`config.mk`:
```
export PLATFORM = sky130hd
export DESIGN_NAME = ramp_monitored_stop
export DESIGN_NICKNAME = d
export VERILOG_FILES = /design/src/stop_pkg.sv /design/src/ramp_monitored_stop.sv
export VERILOG_INCLUDE_DIRS = /design/src
export SDC_FILE = /design/constraint.sdc
export NUM_CORES = 1
export LEC_CHECK = 0
export BUFFER_PORTS_ARGS = -buffer_cell sky130_fd_sc_hd__buf_2
export CORE_MARGIN = 10
export CORE_UTILIZATION = 45
export DETAILED_ROUTE_END_ITERATION = 6
export GPL_TIMING_DRIVEN = 0
export SLEW_MARGIN = 20
export SYNTH_ARGS = -nofsm -noshare
export SYNTH_HDL_FRONTEND = slang
export SYNTH_SLANG_ARGS = --single-unit
```
`constraint.sdc`:
```
create_clock -name sys_clk -period 3.6 [get_ports sys_clk]
set_clock_uncertainty 0.05 [all_clocks]
set_input_delay 0.72 -clock sys_clk [delete_from_list [all_inputs] [get_ports sys_clk]]
set_output_delay 0.72 -clock sys_clk [all_outputs]
set_load 0.01 [all_outputs]
```
`src/stop_cfg.svh`:
```
// Purpose: constants for the ramp monitored safe stop with brake sequencer
// Assumes: sys_clk at 250 MHz, all times in milliseconds at the APB registers
// Notes: offsets are byte addresses of aligned 32-bit words
// How it works
// - Stop request raises stop-state until acknowledged release
// - After response time, drive ramps along profile
// - Zero profile deceleration selects drive's own ramp
// - Ramp start begins speed limit monitoring
// - Ramp limit crossing trips torque off immediately
// - Speed below brake limit triggers brake handling
// - Without encoder, monitoring ends at brake limit
// - Non-negative delay: brake and torque off together
// - Negative delay: torque off after delay magnitude
// - Torque-off indication rises with torque off
// - Optional extra delay before brake and torque off
// - Without encoder, time-to-zero starts at brake
// - Without encoder, time-to-zero expiry asserts stop completed
// - With encoder, zero speed completes and ends monitoring
// - Acknowledge only after completion and request withdrawn
// - Valid acknowledge releases everything, clears indications
`ifndef STOP_CFG_SVH
`define STOP_CFG_SVH
`define OFS_CTRL 12'h000
`define OFS_RESP_TIME 12'h004
`define OFS_RAMP_DECEL 12'h008
`define OFS_RAMP_UPPER 12'h00C
`define OFS_RAMP_LOWER 12'h010
`define OFS_BRAKE_SPEED 12'h014
`define OFS_ZERO_SPEED 12'h018
`define OFS_BRAKE_DELAY 12'h01C
`define OFS_EXTRA_DELAY 12'h020
`define OFS_TIME_TO_ZERO 12'h024
`define OFS_STATUS 12'h028
`define OFS_IRQ_STATUS 12'h02C
`define OFS_IRQ_ENABLE 12'h030
`define OFS_IRQ_CLEAR 12'h034
`define CLK_MHZ 250
`define MS_TICKS (`CLK_MHZ * 1000)
`define TICK_W 18
`define RST_SPEED 16'h0000
`define IRQ_W 5
`endif

```
`src/stop_pkg.sv`:
```
// Purpose: types for the ramp monitored safe stop sequencer
// Assumes: constants come from stop_cfg.svh
// Notes: speeds are unsigned magnitudes, delays in ms
package stop_pkg;
   typedef enum logic [2:0] {
      ST_IDLE = 3'b000,
      ST_RESPONSE = 3'b001,
      ST_RAMP = 3'b010,
      ST_EXTRA = 3'b011,
      ST_LEAD = 3'b100,
      ST_STOPPING = 3'b101,
      ST_DONE = 3'b110
   } seq_state_t;

   typedef struct packed {
      logic [15:0] resp_time;
      logic [15:0] ramp_decel;
      logic [15:0] ramp_upper;
      logic [15:0] ramp_lower;
      logic [15:0] brake_speed;
      logic [15:0] zero_speed;
      logic [15:0] brake_delay;
      logic [15:0] extra_delay;
      logic [15:0] time_to_zero;
      logic [4:0] irq_en;
   } cfg_t;

   typedef struct packed {
      logic ramp_req;
      logic use_own_ramp;
      logic [15:0] ramp_decel;
      logic modulate_ok;
   } drive_cmd_t;

   typedef struct packed {
      logic stop_state;
      logic stop_done;
      logic sto_active;
      logic brake_on;
      logic ramp_monitor;
      logic ramp_trip;
   } ind_t;
endpackage

```
`src/ramp_monitored_stop.sv`:
```
// Purpose: ramp monitored safe stop with speed limit activated brake
// Assumes: inputs synchronous to sys_clk; speed is a speed magnitude
// Notes: encoder_mode is static; change it only while idle
//
// Register access over APB and the register offsets were decided locally.
`timescale 1ns/10ps
`include "stop_cfg.svh"
module ramp_monitored_stop (
   input wire logic sys_clk,
   input wire logic sys_rst,
   input wire logic stop_req,
   input wire logic stop_ack,
   input wire logic encoder_mode,
   input wire logic [15:0] motor_speed,
   input wire logic psel,
   input wire logic penable,
   input wire logic pwrite,
   input wire logic [11:0] paddr,
   input wire logic [31:0] pwdata,
   output logic [31:0] prdata,
   output logic pready,
   output logic pslverr,
   output logic stop_state_o,
   output logic stop_done_o,
   output logic sto_o,
   output logic brake_o,
   output logic ramp_monitor_o,
   output stop_pkg::drive_cmd_t drive_cmd_o,
   output logic irq
);
   typedef struct packed {
      stop_pkg::seq_state_t st;
      stop_pkg::cfg_t cfg;
      stop_pkg::ind_t ind;
      stop_pkg::drive_cmd_t cmd;
      logic [`TICK_W-1:0] tick;
      logic [15:0] ms;
      logic [`IRQ_W-1:0] irq_st;
      logic irq;
      logic [31:0] prdata;
      logic pready;
      logic pslverr;
   } state_t;

   state_t s_r;
   state_t s_nxt;

   logic acc;
   logic wr;
   logic [`IRQ_W-1:0] ev;
   logic ms_tick;
   logic [15:0] lead_ms;

   assign acc = psel & penable & ~s_r.pready;
   assign wr = acc & pwrite;
   assign ms_tick = (s_r.tick == `TICK_W'(`MS_TICKS - 1));
   // Magnitude of a negative brake lead delay
   assign lead_ms = 16'(~s_r.cfg.brake_delay + 16'h0001);

   always_comb begin
      s_nxt = s_r;
      ev = '0;
      s_nxt.pready = acc;
      s_nxt.pslverr = 1'b0;
      // Millisecond prescaler; restarted on stop request, at the brake limit and at brake activation
      s_nxt.tick = ms_tick ? '0 : `TICK_W'(s_r.tick + 1'b1);
      if (ms_tick) begin
         s_nxt.ms = 16'(s_r.ms + 16'h0001);
      end
      // APB writes of configuration; one wait state per access
      if (wr) begin
         case (paddr)
            `OFS_RESP_TIME: s_nxt.cfg.resp_time = pwdata[15:0];
            `OFS_RAMP_DECEL: s_nxt.cfg.ramp_decel = pwdata[15:0];
            `OFS_RAMP_UPPER: s_nxt.cfg.ramp_upper = pwdata[15:0];
            `OFS_RAMP_LOWER: s_nxt.cfg.ramp_lower = pwdata[15:0];
            `OFS_BRAKE_SPEED: s_nxt.cfg.brake_speed = pwdata[15:0];
            `OFS_ZERO_SPEED: s_nxt.cfg.zero_speed = pwdata[15:0];
            `OFS_BRAKE_DELAY: s_nxt.cfg.brake_delay = pwdata[15:0];
            `OFS_EXTRA_DELAY: s_nxt.cfg.extra_delay = pwdata[15:0];
            `OFS_TIME_TO_ZERO: s_nxt.cfg.time_to_zero = pwdata[15:0];
            `OFS_IRQ_ENABLE: s_nxt.cfg.irq_en = pwdata[`IRQ_W-1:0];
            `OFS_IRQ_CLEAR: s_nxt.irq_st = s_r.irq_st & ~pwdata[`IRQ_W-1:0];
            `OFS_CTRL, `OFS_STATUS, `OFS_IRQ_STATUS: ;
            default: s_nxt.pslverr = 1'b1;
         endcase
      end
      // Reads
      s_nxt.prdata = 32'h00000000;
      if (acc & ~pwrite) begin
         case (paddr)
            `OFS_CTRL: s_nxt.prdata = {31'h00000000, encoder_mode};
            `OFS_RESP_TIME: s_nxt.prdata = {16'h0000, s_r.cfg.resp_time};
            `OFS_RAMP_DECEL: s_nxt.prdata = {16'h0000, s_r.cfg.ramp_decel};
            `OFS_RAMP_UPPER: s_nxt.prdata = {16'h0000, s_r.cfg.ramp_upper};
            `OFS_RAMP_LOWER: s_nxt.prdata = {16'h0000, s_r.cfg.ramp_lower};
            `OFS_BRAKE_SPEED: s_nxt.prdata = {16'h0000, s_r.cfg.brake_speed};
            `OFS_ZERO_SPEED: s_nxt.prdata = {16'h0000, s_r.cfg.zero_speed};
            `OFS_BRAKE_DELAY: s_nxt.prdata = {16'h0000, s_r.cfg.brake_delay};
            `OFS_EXTRA_DELAY: s_nxt.prdata = {16'h0000, s_r.cfg.extra_delay};
            `OFS_TIME_TO_ZERO: s_nxt.prdata = {16'h0000, s_r.cfg.time_to_zero};
            `OFS_STATUS: s_nxt.prdata = {25'h0000000, s_r.st, s_r.ind.stop_state,
               s_r.ind.stop_done, s_r.ind.sto_active, s_r.ind.brake_on};
            `OFS_IRQ_STATUS: s_nxt.prdata = {27'h0000000, s_r.irq_st};
            `OFS_IRQ_ENABLE: s_nxt.prdata = {27'h0000000, s_r.cfg.irq_en};
            `OFS_IRQ_CLEAR: s_nxt.prdata = 32'h00000000;
            default: s_nxt.pslverr = 1'b1;
         endcase
      end

      // Ramp monitoring: any crossing trips torque off at once
      if (s_r.ind.ramp_monitor &&
          (motor_speed > s_r.cfg.ramp_upper || motor_speed < s_r.cfg.ramp_lower)) begin
         s_nxt.ind.sto_active = 1'b1;
         s_nxt.ind.ramp_trip = 1'b1;
         s_nxt.ind.ramp_monitor = 1'b0;
         s_nxt.cmd.modulate_ok = 1'b0;
         ev[2] = ~s_r.ind.ramp_trip;
      end

      // Sequencer
      case (s_r.st)
         stop_pkg::ST_IDLE: begin
            if (stop_req) begin
               s_nxt.st = stop_pkg::ST_RESPONSE;
               s_nxt.ind.stop_state = 1'b1;
               s_nxt.tick = '0;
               s_nxt.ms = 16'h0000;
               ev[0] = 1'b1;
            end
         end
         stop_pkg::ST_RESPONSE: begin
            if (s_r.ms >= s_r.cfg.resp_time) begin
               s_nxt.st = stop_pkg::ST_RAMP;
               s_nxt.cmd.ramp_req = 1'b1;
               s_nxt.cmd.ramp_decel = s_r.cfg.ramp_decel;
               s_nxt.cmd.use_own_ramp = (s_r.cfg.ramp_decel == 16'h0000);
               s_nxt.ind.ramp_monitor = ~s_r.ind.ramp_trip;
            end
         end
         stop_pkg::ST_RAMP: begin
            if (motor_speed < s_r.cfg.brake_speed) begin
               s_nxt.st = stop_pkg::ST_EXTRA;
               s_nxt.tick = '0;
               s_nxt.ms = 16'h0000;
               if (!encoder_mode) begin
                  s_nxt.ind.ramp_monitor = 1'b0;
               end
            end
         end
         stop_pkg::ST_EXTRA: begin
            if (s_r.ms >= s_r.cfg.extra_delay) begin
               s_nxt.ind.brake_on = 1'b1;
               s_nxt.tick = '0;
               s_nxt.ms = 16'h0000;
               ev[1] = 1'b1;
               if (s_r.cfg.brake_delay[15]) begin
                  s_nxt.st = stop_pkg::ST_LEAD;
               end else begin
                  s_nxt.st = stop_pkg::ST_STOPPING;
                  s_nxt.ind.sto_active = 1'b1;
                  s_nxt.cmd.modulate_ok = 1'b0;
               end
            end
         end
         stop_pkg::ST_LEAD: begin
            if (s_r.ms >= lead_ms) begin
               s_nxt.st = stop_pkg::ST_STOPPING;
               s_nxt.ind.sto_active = 1'b1;
               s_nxt.cmd.modulate_ok = 1'b0;
            end
         end
         stop_pkg::ST_STOPPING: begin
            // Time-to-zero runs from brake activation, so lead time counts too
            if (s_r.ms >= s_r.cfg.time_to_zero && !encoder_mode) begin
               s_nxt.st = stop_pkg::ST_DONE;
               s_nxt.ind.stop_done = 1'b1;
               ev[3] = 1'b1;
            end
         end
         stop_pkg::ST_DONE: begin
            if (stop_ack && !stop_req) begin
               s_nxt.st = stop_pkg::ST_IDLE;
               s_nxt.ind = '0;
               s_nxt.cmd.ramp_req = 1'b0;
               s_nxt.cmd.use_own_ramp = 1'b0;
               s_nxt.cmd.modulate_ok = 1'b1;
               ev[4] = 1'b1;
            end
         end
         default: begin
            s_nxt.st = stop_pkg::ST_IDLE;
         end
      endcase

      // Encoder variant completes on zero speed once braking is under way
      if (encoder_mode && (s_r.st == stop_pkg::ST_STOPPING || s_r.st == stop_pkg::ST_LEAD)
          && motor_speed <= s_r.cfg.zero_speed) begin
         s_nxt.ind.stop_done = 1'b1;
         s_nxt.ind.ramp_monitor = 1'b0;
         ev[3] = ~s_r.ind.stop_done;
         if (s_r.st == stop_pkg::ST_STOPPING) begin
            s_nxt.st = stop_pkg::ST_DONE;
         end
      end

      // Sticky events; a new event wins over a clear in the same cycle
      s_nxt.irq_st = s_nxt.irq_st | ev;
      s_nxt.irq = |(s_r.irq_st & s_r.cfg.irq_en);
   end

   // Single state register
   always_ff @(posedge sys_clk) begin
      if (sys_rst) begin
         s_r <= '0;
         s_r.st <= stop_pkg::ST_IDLE;
         s_r.cfg.brake_speed <= `RST_SPEED;
         s_r.cmd.modulate_ok <= 1'b1;
      end else begin
         s_r <= s_nxt;
      end
   end

   assign prdata = s_r.prdata;
   assign pready = s_r.pready;
   assign pslverr = s_r.pslverr;
   assign stop_state_o = s_r.ind.stop_state;
   assign stop_done_o = s_r.ind.stop_done;
   assign sto_o = s_r.ind.sto_active;
   assign brake_o = s_r.ind.brake_on;
   assign ramp_monitor_o = s_r.ind.ramp_monitor;
   assign drive_cmd_o = s_r.cmd;
   assign irq = s_r.irq;
endmodule

```
==> qor.txt, run 1 <==
Worst-path maximum fanout - 3
Clock Tree Buf Depth - 3
Fin crit period - 3530 ps
Top-Level Pins - 127
DR iter-0 viols - 1336
Kind of critical path - flop to flop
Worst Path Arrival - 3920 ps
Num CTS Buffers - 28
Register area share after synthesis - 0.351
DR WL/cell - 21.2 um
IO Port Bufs - 81
Hold Fails Final Rpt - 0
Commonest cells post-synth - nand2_1 (353), dfxtp_1 (235), a21oi_1 (198)
Critical Path Start Type - flop
Die height - 193 um
Slew HR - 0.244
Most numerous cell in the Yosys netlist - nand2_1
Initial antenna violation count - 3
Max_cap viols - 0
Cell breakdown of the critical path - or4_4, nor2_4, nand2_4, nor3_4, nand2b_4, nor4_4, xor2_1, ha_1, and4_4, a221oi_4, o21ai_4, a32oi_2, nand2b_1, o21a_1
Post-route insts no fill - 2234
Mapped Cells - 1688
Setup TNS - 0 ps
Clock tree from TritonCTS - done
Tcrit/Tclk final - 0.980
Main synth FF type - dfxtp_1
Mean Syn Cell Area - 7.95 sq um
Top cell type by total area after synthesis - dfxtp_1
FF/Latch Area - 0.00471 sq mm
R2R Setup Slk - 70 ps
Async set or reset register ratio after synthesis - 0
Power density over cell area - 389 mW/mm^2
EDFF count, synth - 0
Synthesis-to-finish area growth - 15.4%
Synthesized cell area - 0.0134 sq mm
H-tree lvl count - 1
Hold_buf cts - 0
First-pass GRT wire length - 71300 um
Routed WL - 47300 um
Post-route ant nets - 0
# rows - 63
Share of cells above drive strength 1 - 0.135
Final setup violating endpoints - 0
Worst path slowest cell - or4_4
Number of global-route vias before repair - 12.1k
Post-detailed-route DRC marker count - 0
Clk sink count - 235
Peak VDD IR - 352 uV
Yosys warning count - 0
Multi-input logic area - 0.00759 sq mm
Initial Util - 0.454
Placed wire-length estimate - 37100 um
Pin count of the biggest net entering global routing - 15
Grt total ovfl - 0
Vias/cell - 5.62
Core ar. - 0.0296 sq mm
Inst Count DP - 2174
Leakage - 5.64 nW
FILL cells - 2899
Cells taking the most area after synthesis - dfxtp_1 (35%), ha_1 (12%), nand2_1 (9.9%), a21oi_1 (7.4%), inv_1 (3.6%)
Worst Setup End Kind - flop
Worst Tran Pin Value - 1130 ps
Die extent in x - 193 um
GPL Wtd Cong - 0.967
Worst-Skew Late Latency - 570 ps
Max Fclk - 0.283 GHz
Final Power - 0.00602 W
Min-delay worst type - input port to flop
DR pass1 iterations - 7
Library cells used by synthesis - 71
Die area - 0.0371 sq mm
Post-synth top area share - 0.351
Req. time, crit path - 3990 ps
Global-route usage over all layers - 0.249
RSZ-0062 raised after global routing - yes
#FFs+latches synth - 235
CTS root buf - clkbuf_16
Routed via count - 12.6k
Final-report max-slew violation count - 0
Status - finished, final reports clean
Reg clk slew, reported paths - 60 ps
CP max stage delay - 560 ps
Layout Nets - 2018
## layout by cell type, fill, tap and decap left out, types with 13 or more instances in the layout
master and count:
nand2_1 352, dfxtp_1 233, a21oi_1 198, inv_1 130, ha_1 129, buf_2 104, nor2_1 89, clkbuf_1 72
buf_4 60, a221oi_1 29, clkbuf_16 28, xnor2_1 27, nand3_1 27, a22o_1 27, nor3_1 23, nand4_1 23
mux2i_1 22, a31oi_1 22, o21ai_0 21, xor2_1 17, conb_1 16, nand2b_1 14, nor4_1 14, a22oi_1 13
## sequential cells by signal, indices dropped and copies added, names as in the netlist
name / cells
s_r: 192
drive_cmd_o: 19
prdata: 16
brake_o: 1
irq: 1
pready: 1
pslverr: 1
ramp_monitor_o: 1
sto_o: 1
stop_done_o: 1
stop_state_o: 1
## worst max-delay path: cells and delay by family (launching register included)
| family | cells | cell delay (ps) |
|---|---|---|
| and+or+nand+nor | 8 | 1640 |
| AOI/OAI and AO/OA | 4 | 860 |
| DFF | 1 | 350 |
| xor gates and xnor gates | 1 | 210 |
| adders and majority gates | 1 | 270 |
## worst paths after layout
| kind | start | endpoint | cells after the start |
|---|---|---|---|
| min reg2reg | s_r[56] | s_r[56] | 1 |
| max reg2reg | s_r[139] | sto_o | 14 |
| max | s_r[139] | sto_o | 14 |
| min | sys_rst | pready | 2 |
## layer usage
layer,GRT usage,up-vias,part of all wire
met2,0.399,510,0.45
met3,0.0589,99,0.091
met4,0.0859,2,0.036
li1,-,6041,-
met5,0,-,0.00015
met1,0.320,5898,0.42
## cell families after synthesis
family / Yosys count / synth area share
buffers and inverters: 273 / 0.0951
AO/OA/AOI/OAI: 375 / 0.177
adder cells (fa/ha/maj): 129 / 0.120
XOR/XNOR: 44 / 0.0287
flip-flops: 235 / 0.351
multiplexers: 22 / 0.0164
other: 1 / 0.000280
AND/OR/NAND/NOR: 609 / 0.211
## where the power goes
| group | internal, W | switching, W | total [W] |
|---|---|---|---|
| clock | 0.00175 | 0.00116 | 0.00291 |
| sequential | 0.00262 | 0.0000236 | 0.00265 |
| combinational | 0.000154 | 0.000308 | 0.000462 |
## per-stage QoR
stage | hold slack [ps] | worst slack [ps] | utilization | area, sq um
6_report | 352 | 72.1 | 0.524 | 15500
3_3_place_gp | 392 | -281 | 0.486 | 14400
4_1_cts | 345 | 16.2 | 0.519 | 15400
3_5_place_dp | 403 | -330 | 0.486 | 14400
5_1_grt | 374 | -79.3 | 0.524 | 15500
2_1_floorplan | 371 | 380 | - | 13500
## area by class of cell
cell class / instances / share of cell area
Multi-Input combinational cell: 1195 / 0.491
Tap cell: 390 / 0.0315
Timing Repair Buffer: 88 / 0.0296
Clock inverter: 3 / 0.00331
Sequential cell: 235 / 0.304
Inverter: 130 / 0.0315
Antenna cell: 1 / 0.000162
Buffer: 143 / 0.0508
Clock buffer: 49 / 0.0581
## what timing repair did
action | in CTS | in global routing
hold endpoints to repair | 0 | 0
resized for setup | 8 | 17
pin swaps | 0 | 10
setup endpoints to repair | 3 | 3
setup buffers | 0 | 7
No activity file was read; power rests on OpenSTA's default activity.
==> run 2, diff against run 1 <==
Settings changed: BUFFER_PORTS_ARGS -buffer_cell sky130_fd_sc_hd__buf_2 to -buffer_cell sky130_fd_sc_hd__clkbuf_2.
==> run 2 against run 1 <==
Effect of this change: the flow now finishes with violations (DRC); total power decreased by 4.4%; setup slack improved by 73 ps; count of clock-buffer cells in the layout decreased by 10; clock power decreased by 8.9%; non-clock buffer count decreased by 5; wire length decreased by 0.58%; fmax increased by 2.1%; global-route usage decreased by 0.28 points; final area decreased by 1.1%; via count increased by 0.37%; core utilization decreased by 0.58 points; critical path type unchanged; largest cell class unchanged.
==> qor.txt, run 2 (same netlist as run 1, synthesis figures left out) <==
Status - finished, violations left
Failing checks - DRC
DR pass1 iterations - 7
Initial antenna violation count - 2
Power density over cell area - 376 mW/mm^2
Clk sink count - 235
Post-detailed-route DRC marker count - 2
Number of global-route vias before repair - 11.9k
Max_cap viols - 0
Worst-path maximum fanout - 5
Fin crit period - 3460 ps
Final-report max-slew violation count - 0
GPL Wtd Cong - 0.963
Layout Nets - 2012
Clock power frac - 0.460
Worst Tran Pin Value - 1260 ps
Die area - 0.0371 sq mm
Final Power - 0.00576 W
Global-route usage over all layers - 0.246
Hold path depth - 2
Critical Path Start Type - flop
Placed cell areas - 0.0144 sq mm
Cell breakdown of the critical path - or4_4, nor2_4, nand2_2, nor3_4, nand2b_1, nor4_2, xor2_1, ha_1, and4_4, a221oi_4, o21ai_4, a32oi_2, nand2b_1, o21a_1
Post-route ant nets - 0
Clock tree from TritonCTS - done
CTS root buf - clkbuf_16
H-tree lvl count - 1
Reg clk slew, reported paths - 60 ps
Most common cell after layout, fill and taps aside - nand2_1
DR WL/cell - 21.2 um
Min Hold Slack - 362 ps
Hold Fails Final Rpt - 0
CP most frequent cell - nand2b_1
Tcrit/Tclk final - 0.960
RR Endpoint - sto_o
Initial Util - 0.454
Reg power frac - 0.460
Largest register FFs - 192
Core ar. - 0.0296 sq mm
Clock Tree Buf Depth - 3
Grt total ovfl - 0
Final setup violating endpoints - 0
Leakage - 5.53 nW
Routed WL - 47000 um
Logic gate share of total power - 0.080
ANT cells - 0
# rows - 63
Req. time, crit path - 4000 ps
Min-delay worst type - input port to flop
Synthesis-to-finish area growth - 14.1%
Sw Ratio - 0.252
Slew HR - 0.159
Setup WS pre-CTS - -325 ps
First-pass GRT wire length - 70400 um
Worst-Skew Late Latency - 560 ps
R2R Setup Slk - 140 ps
Worst path slowest cell - or4_4
Internal - 0.00431 W
DR iter-0 viols - 1245
Switching power - 0.00145 W
Kind of critical path - flop to flop
IO Port Bufs - 81
Routed via count - 12.6k
Biggest register - s_r
Inst Count DP - 2174
Max Fclk - 0.289 GHz
Worst hold endpoint - pready
Hold_buf cts - 0
Die extent in x - 193 um
Commonest non-fill, non-tap cells in the layout - nand2_1 (352), dfxtp_1 (231), a21oi_1 (198)
Share of cells above drive strength 1 - 0.132
Peak VDD IR - 325 uV
Reg2reg path depth - 14
CP max stage delay - 540 ps
Post-route insts no fill - 2222
Pin count of the biggest net entering global routing - 14
FILL cells - 2876
Placed wire-length estimate - 37000 um
Worst Setup End Kind - flop
Design area - 0.0153 sq mm
Num CTS Buffers - 27
Die height - 193 um
Hold path start - sys_rst
Reg2reg start - s_r[139]
Vias/cell - 5.67
Top-Level Pins - 127
Final worst slack - 145 ps
Worst Path Arrival - 3850 ps
run 2: power groups by stage:
stage	Clock, W	Sequential [W]	Combinational [W]
after floorplan	0	0.00270	0.000281
after global placement	0	0.00271	0.000445
after detailed placement	0	0.00271	0.000451
after CTS	0.00268	0.00265	0.000454
after global routing	0.00278	0.00265	0.000503
final	0.00265	0.00265	0.000463
run 2: layout make-up:
class                   count  area, sq um  share of cell area
plain buffers             143          787              0.0514
clock buffers              39          801              0.0523
clock inverters             7         41.3             0.00270
inverters                 130          488              0.0319
multi-input cells        1195         7570               0.495
flip-flops and latches    235         4710               0.308
well taps                 390          488              0.0319
repair buffers             83          420              0.0275
run 2: how the worst max path moves through the flow:
stage / cells past startpoint / slack (ps) / from / end
after floorplan: 14 / 380 / s_r[138] / sto_o
after global placement: 9 / -310 / motor_speed[1] / sto_o
after detailed placement: 14 / -320 / s_r[138] / sto_o
after CTS: 14 / 6 / s_r[138] / sto_o
after global routing: 14 / -30 / s_r[139] / sto_o
final: 14 / 140 / s_r[139] / sto_o
run 2: metrics by stage:
stage / utilization / setup TNS (ps)
floorplan: - / 0
global placement: 0.486 / -1280
detailed placement: 0.486 / -890
CTS: 0.515 / 0
global route: 0.518 / -42.6
finish: 0.518 / 0
run 2: timing repair:
action / CTS / global route
buffers inserted: 0 / 2
setup endpoints to repair: 3 / 3
endpoints found under the hold margin: 0 / 0
pin swaps: 0 / 7
resized for setup: 6 / 16
run 2: critical path, delay by kind of cell, from the launching register on:
kind,cells,cell delay (ps)
AND/OR/NAND/NOR,8,1600
AO/OA/AOI/OAI,4,850
adder cells (fa/ha/maj),1,280
flip-flops,1,360
XOR/XNOR,1,200
run 2: layer usage:
| layer | GRT usage | up-vias | routed length, um |
|---|---|---|---|
| met5 | 0 | - | 21 |
| met4 | 0.0942 | 4 | 1890 |
| met3 | 0.0567 | 113 | 3720 |
| met2 | 0.386 | 498 | 20900 |
| met1 | 0.321 | 5941 | 20500 |
| li1 | - | 6041 | - |
==> run 3, diff against run 2 <==
Clock period 3.6 ns to 3.7 ns, I/O delays scaled along.
==> run 3 against run 2 <==
Effect of this change: the run now ends clean; hold slack better by 17 ps; global-route usage is the same; setup slack better by 39 ps; sequential cell count stayed put; sequential power fell by 3%.
==> qor.txt, run 3 (same netlist as run 1, synthesis figures left out) <==
Initial antenna violation count - 2
Routed via count - 12.5k
Placed cell areas - 0.0144 sq mm
Min-delay worst type - input port to flop
Synthesis-to-finish area growth - 13.9%
Peak VDD IR - 316 uV
Layout Nets - 2012
H-tree lvl count - 1
Cell breakdown of the critical path - or4_4, nor2_2, nand2_1, nor3_2, nand2b_1, nor4_2, xor2_1, ha_1, and4_4, a221oi_2, o21ai_2, a32oi_2, nand2b_1, o21a_1
Fin crit period - 3520 ps
Status - finished, final reports clean
Core ar. - 0.0296 sq mm
Commonest non-fill, non-tap cells in the layout - nand2_1 (353), dfxtp_1 (234), a21oi_1 (198)
Post-detailed-route DRC marker count - 0
Final Power - 0.00560 W
Die area - 0.0371 sq mm
Clk sink count - 235
Worst Path Arrival - 3910 ps
Reg clk slew, reported paths - 60 ps
Clock Tree Buf Depth - 3
Min Hold Slack - 379 ps
FILL cells - 2881
Share of cells above drive strength 1 - 0.130
Setup TNS - 0 ps
Placed wire-length estimate - 37000 um
Max_cap viols - 0
Initial Util - 0.454
Clock tree from TritonCTS - done
Worst-path maximum fanout - 6
Die height - 193 um
Hold_buf cts - 0
CTS root buf - clkbuf_16
Grt total ovfl - 0
First-pass GRT wire length - 70400 um
DR WL/cell - 21.1 um
IO Port Bufs - 81
DR iter-0 viols - 1254
Worst-Skew Late Latency - 560 ps
CP most frequent cell - nand2b_1
Worst Setup End Kind - flop
Most common cell after layout, fill and taps aside - nand2_1
Kind of critical path - flop to flop
DR pass1 iterations - 7
Worst path slowest cell - or4_4
Pin count of the biggest net entering global routing - 14
Design area - 0.0153 sq mm
# rows - 63
Biggest register - s_r
Number of global-route vias before repair - 11.9k
Global-route usage over all layers - 0.246
Largest register FFs - 192
Power density over cell area - 367 mW/mm^2
Routed WL - 47000 um
Tcrit/Tclk final - 0.950
CP max stage delay - 540 ps
Final setup violating endpoints - 0
Critical Path Start Type - flop
Hold Fails Final Rpt - 0
Final Util - 0.517
Worst Tran Pin Value - 1270 ps
Vias/cell - 5.64
Final-report max-slew violation count - 0
GPL Wtd Cong - 0.963
Top-Level Pins - 127
Max Fclk - 0.284 GHz
Num CTS Buffers - 27
Req. time, crit path - 4100 ps
ANT cells - 0
Post-route ant nets - 0
Slew HR - 0.153
Die extent in x - 193 um
Leakage - 5.52 nW
run 3: cell type report:
class,instances,area [sq um],share of cell area
Multi-Input combinational cell,1195,7540,0.494
Sequential cell,235,4710,0.308
Clock buffer,39,801,0.0524
Buffer,143,787,0.0515
Inverter,130,488,0.0320
Tap cell,390,488,0.0320
Timing Repair Buffer,83,420,0.0275
Clock inverter,7,41.3,0.00270
run 3: through the flow:
stage                     setup WS (ps)  instances
final                               184       2222
after global routing              -16.0       2222
after CTS                          78.4       2220
after detailed placement           -225       2174
after global placement             -230       2174
after floorplan                     480       1703
run 3: repair_timing:
action / in CTS / in global routing
setup endpoints to repair: 3 / 3
pin swaps: 0 / 5
cloned: 0 / 0
gates resized for setup: 5 / 8
buffers inserted: 0 / 2
run 3: worst paths after layout:
check / startpoint / end / slack, ps / cells past startpoint
max: s_r[138] / sto_o / 180 / 14
min: sys_rst / pready / 380 / 2
max reg2reg: s_r[138] / sto_o / 180 / 14
min reg2reg: s_r[56] / s_r[56] / 410 / 1
run 3: where the power goes:
part / internal [W] / switching [W]
Combinational: 0.000149 / 0.000301
Sequential: 0.00255 / 0.0000227
Clock: 0.00149 / 0.00109
run 3: per-layer routing:
| layer | share of wire | GRT usage | vias up |
|---|---|---|---|
| met4 | 0.041 | 0.0942 | 4 |
| met3 | 0.084 | 0.0567 | 111 |
| met5 | 0.00045 | 0 | - |
| met2 | 0.44 | 0.386 | 509 |
| met1 | 0.43 | 0.321 | 5856 |
| li1 | - | - | 6041 |
run 3: critical path, delay by kind of cell, from the launching register on:
kind                     cells  cell delay [ps]
AND/OR/NAND/NOR              8             1630
AO/OA/AOI/OAI                4              870
flip-flops                   1              370
adder cells (fa/ha/maj)      1              270
XOR/XNOR                     1              200
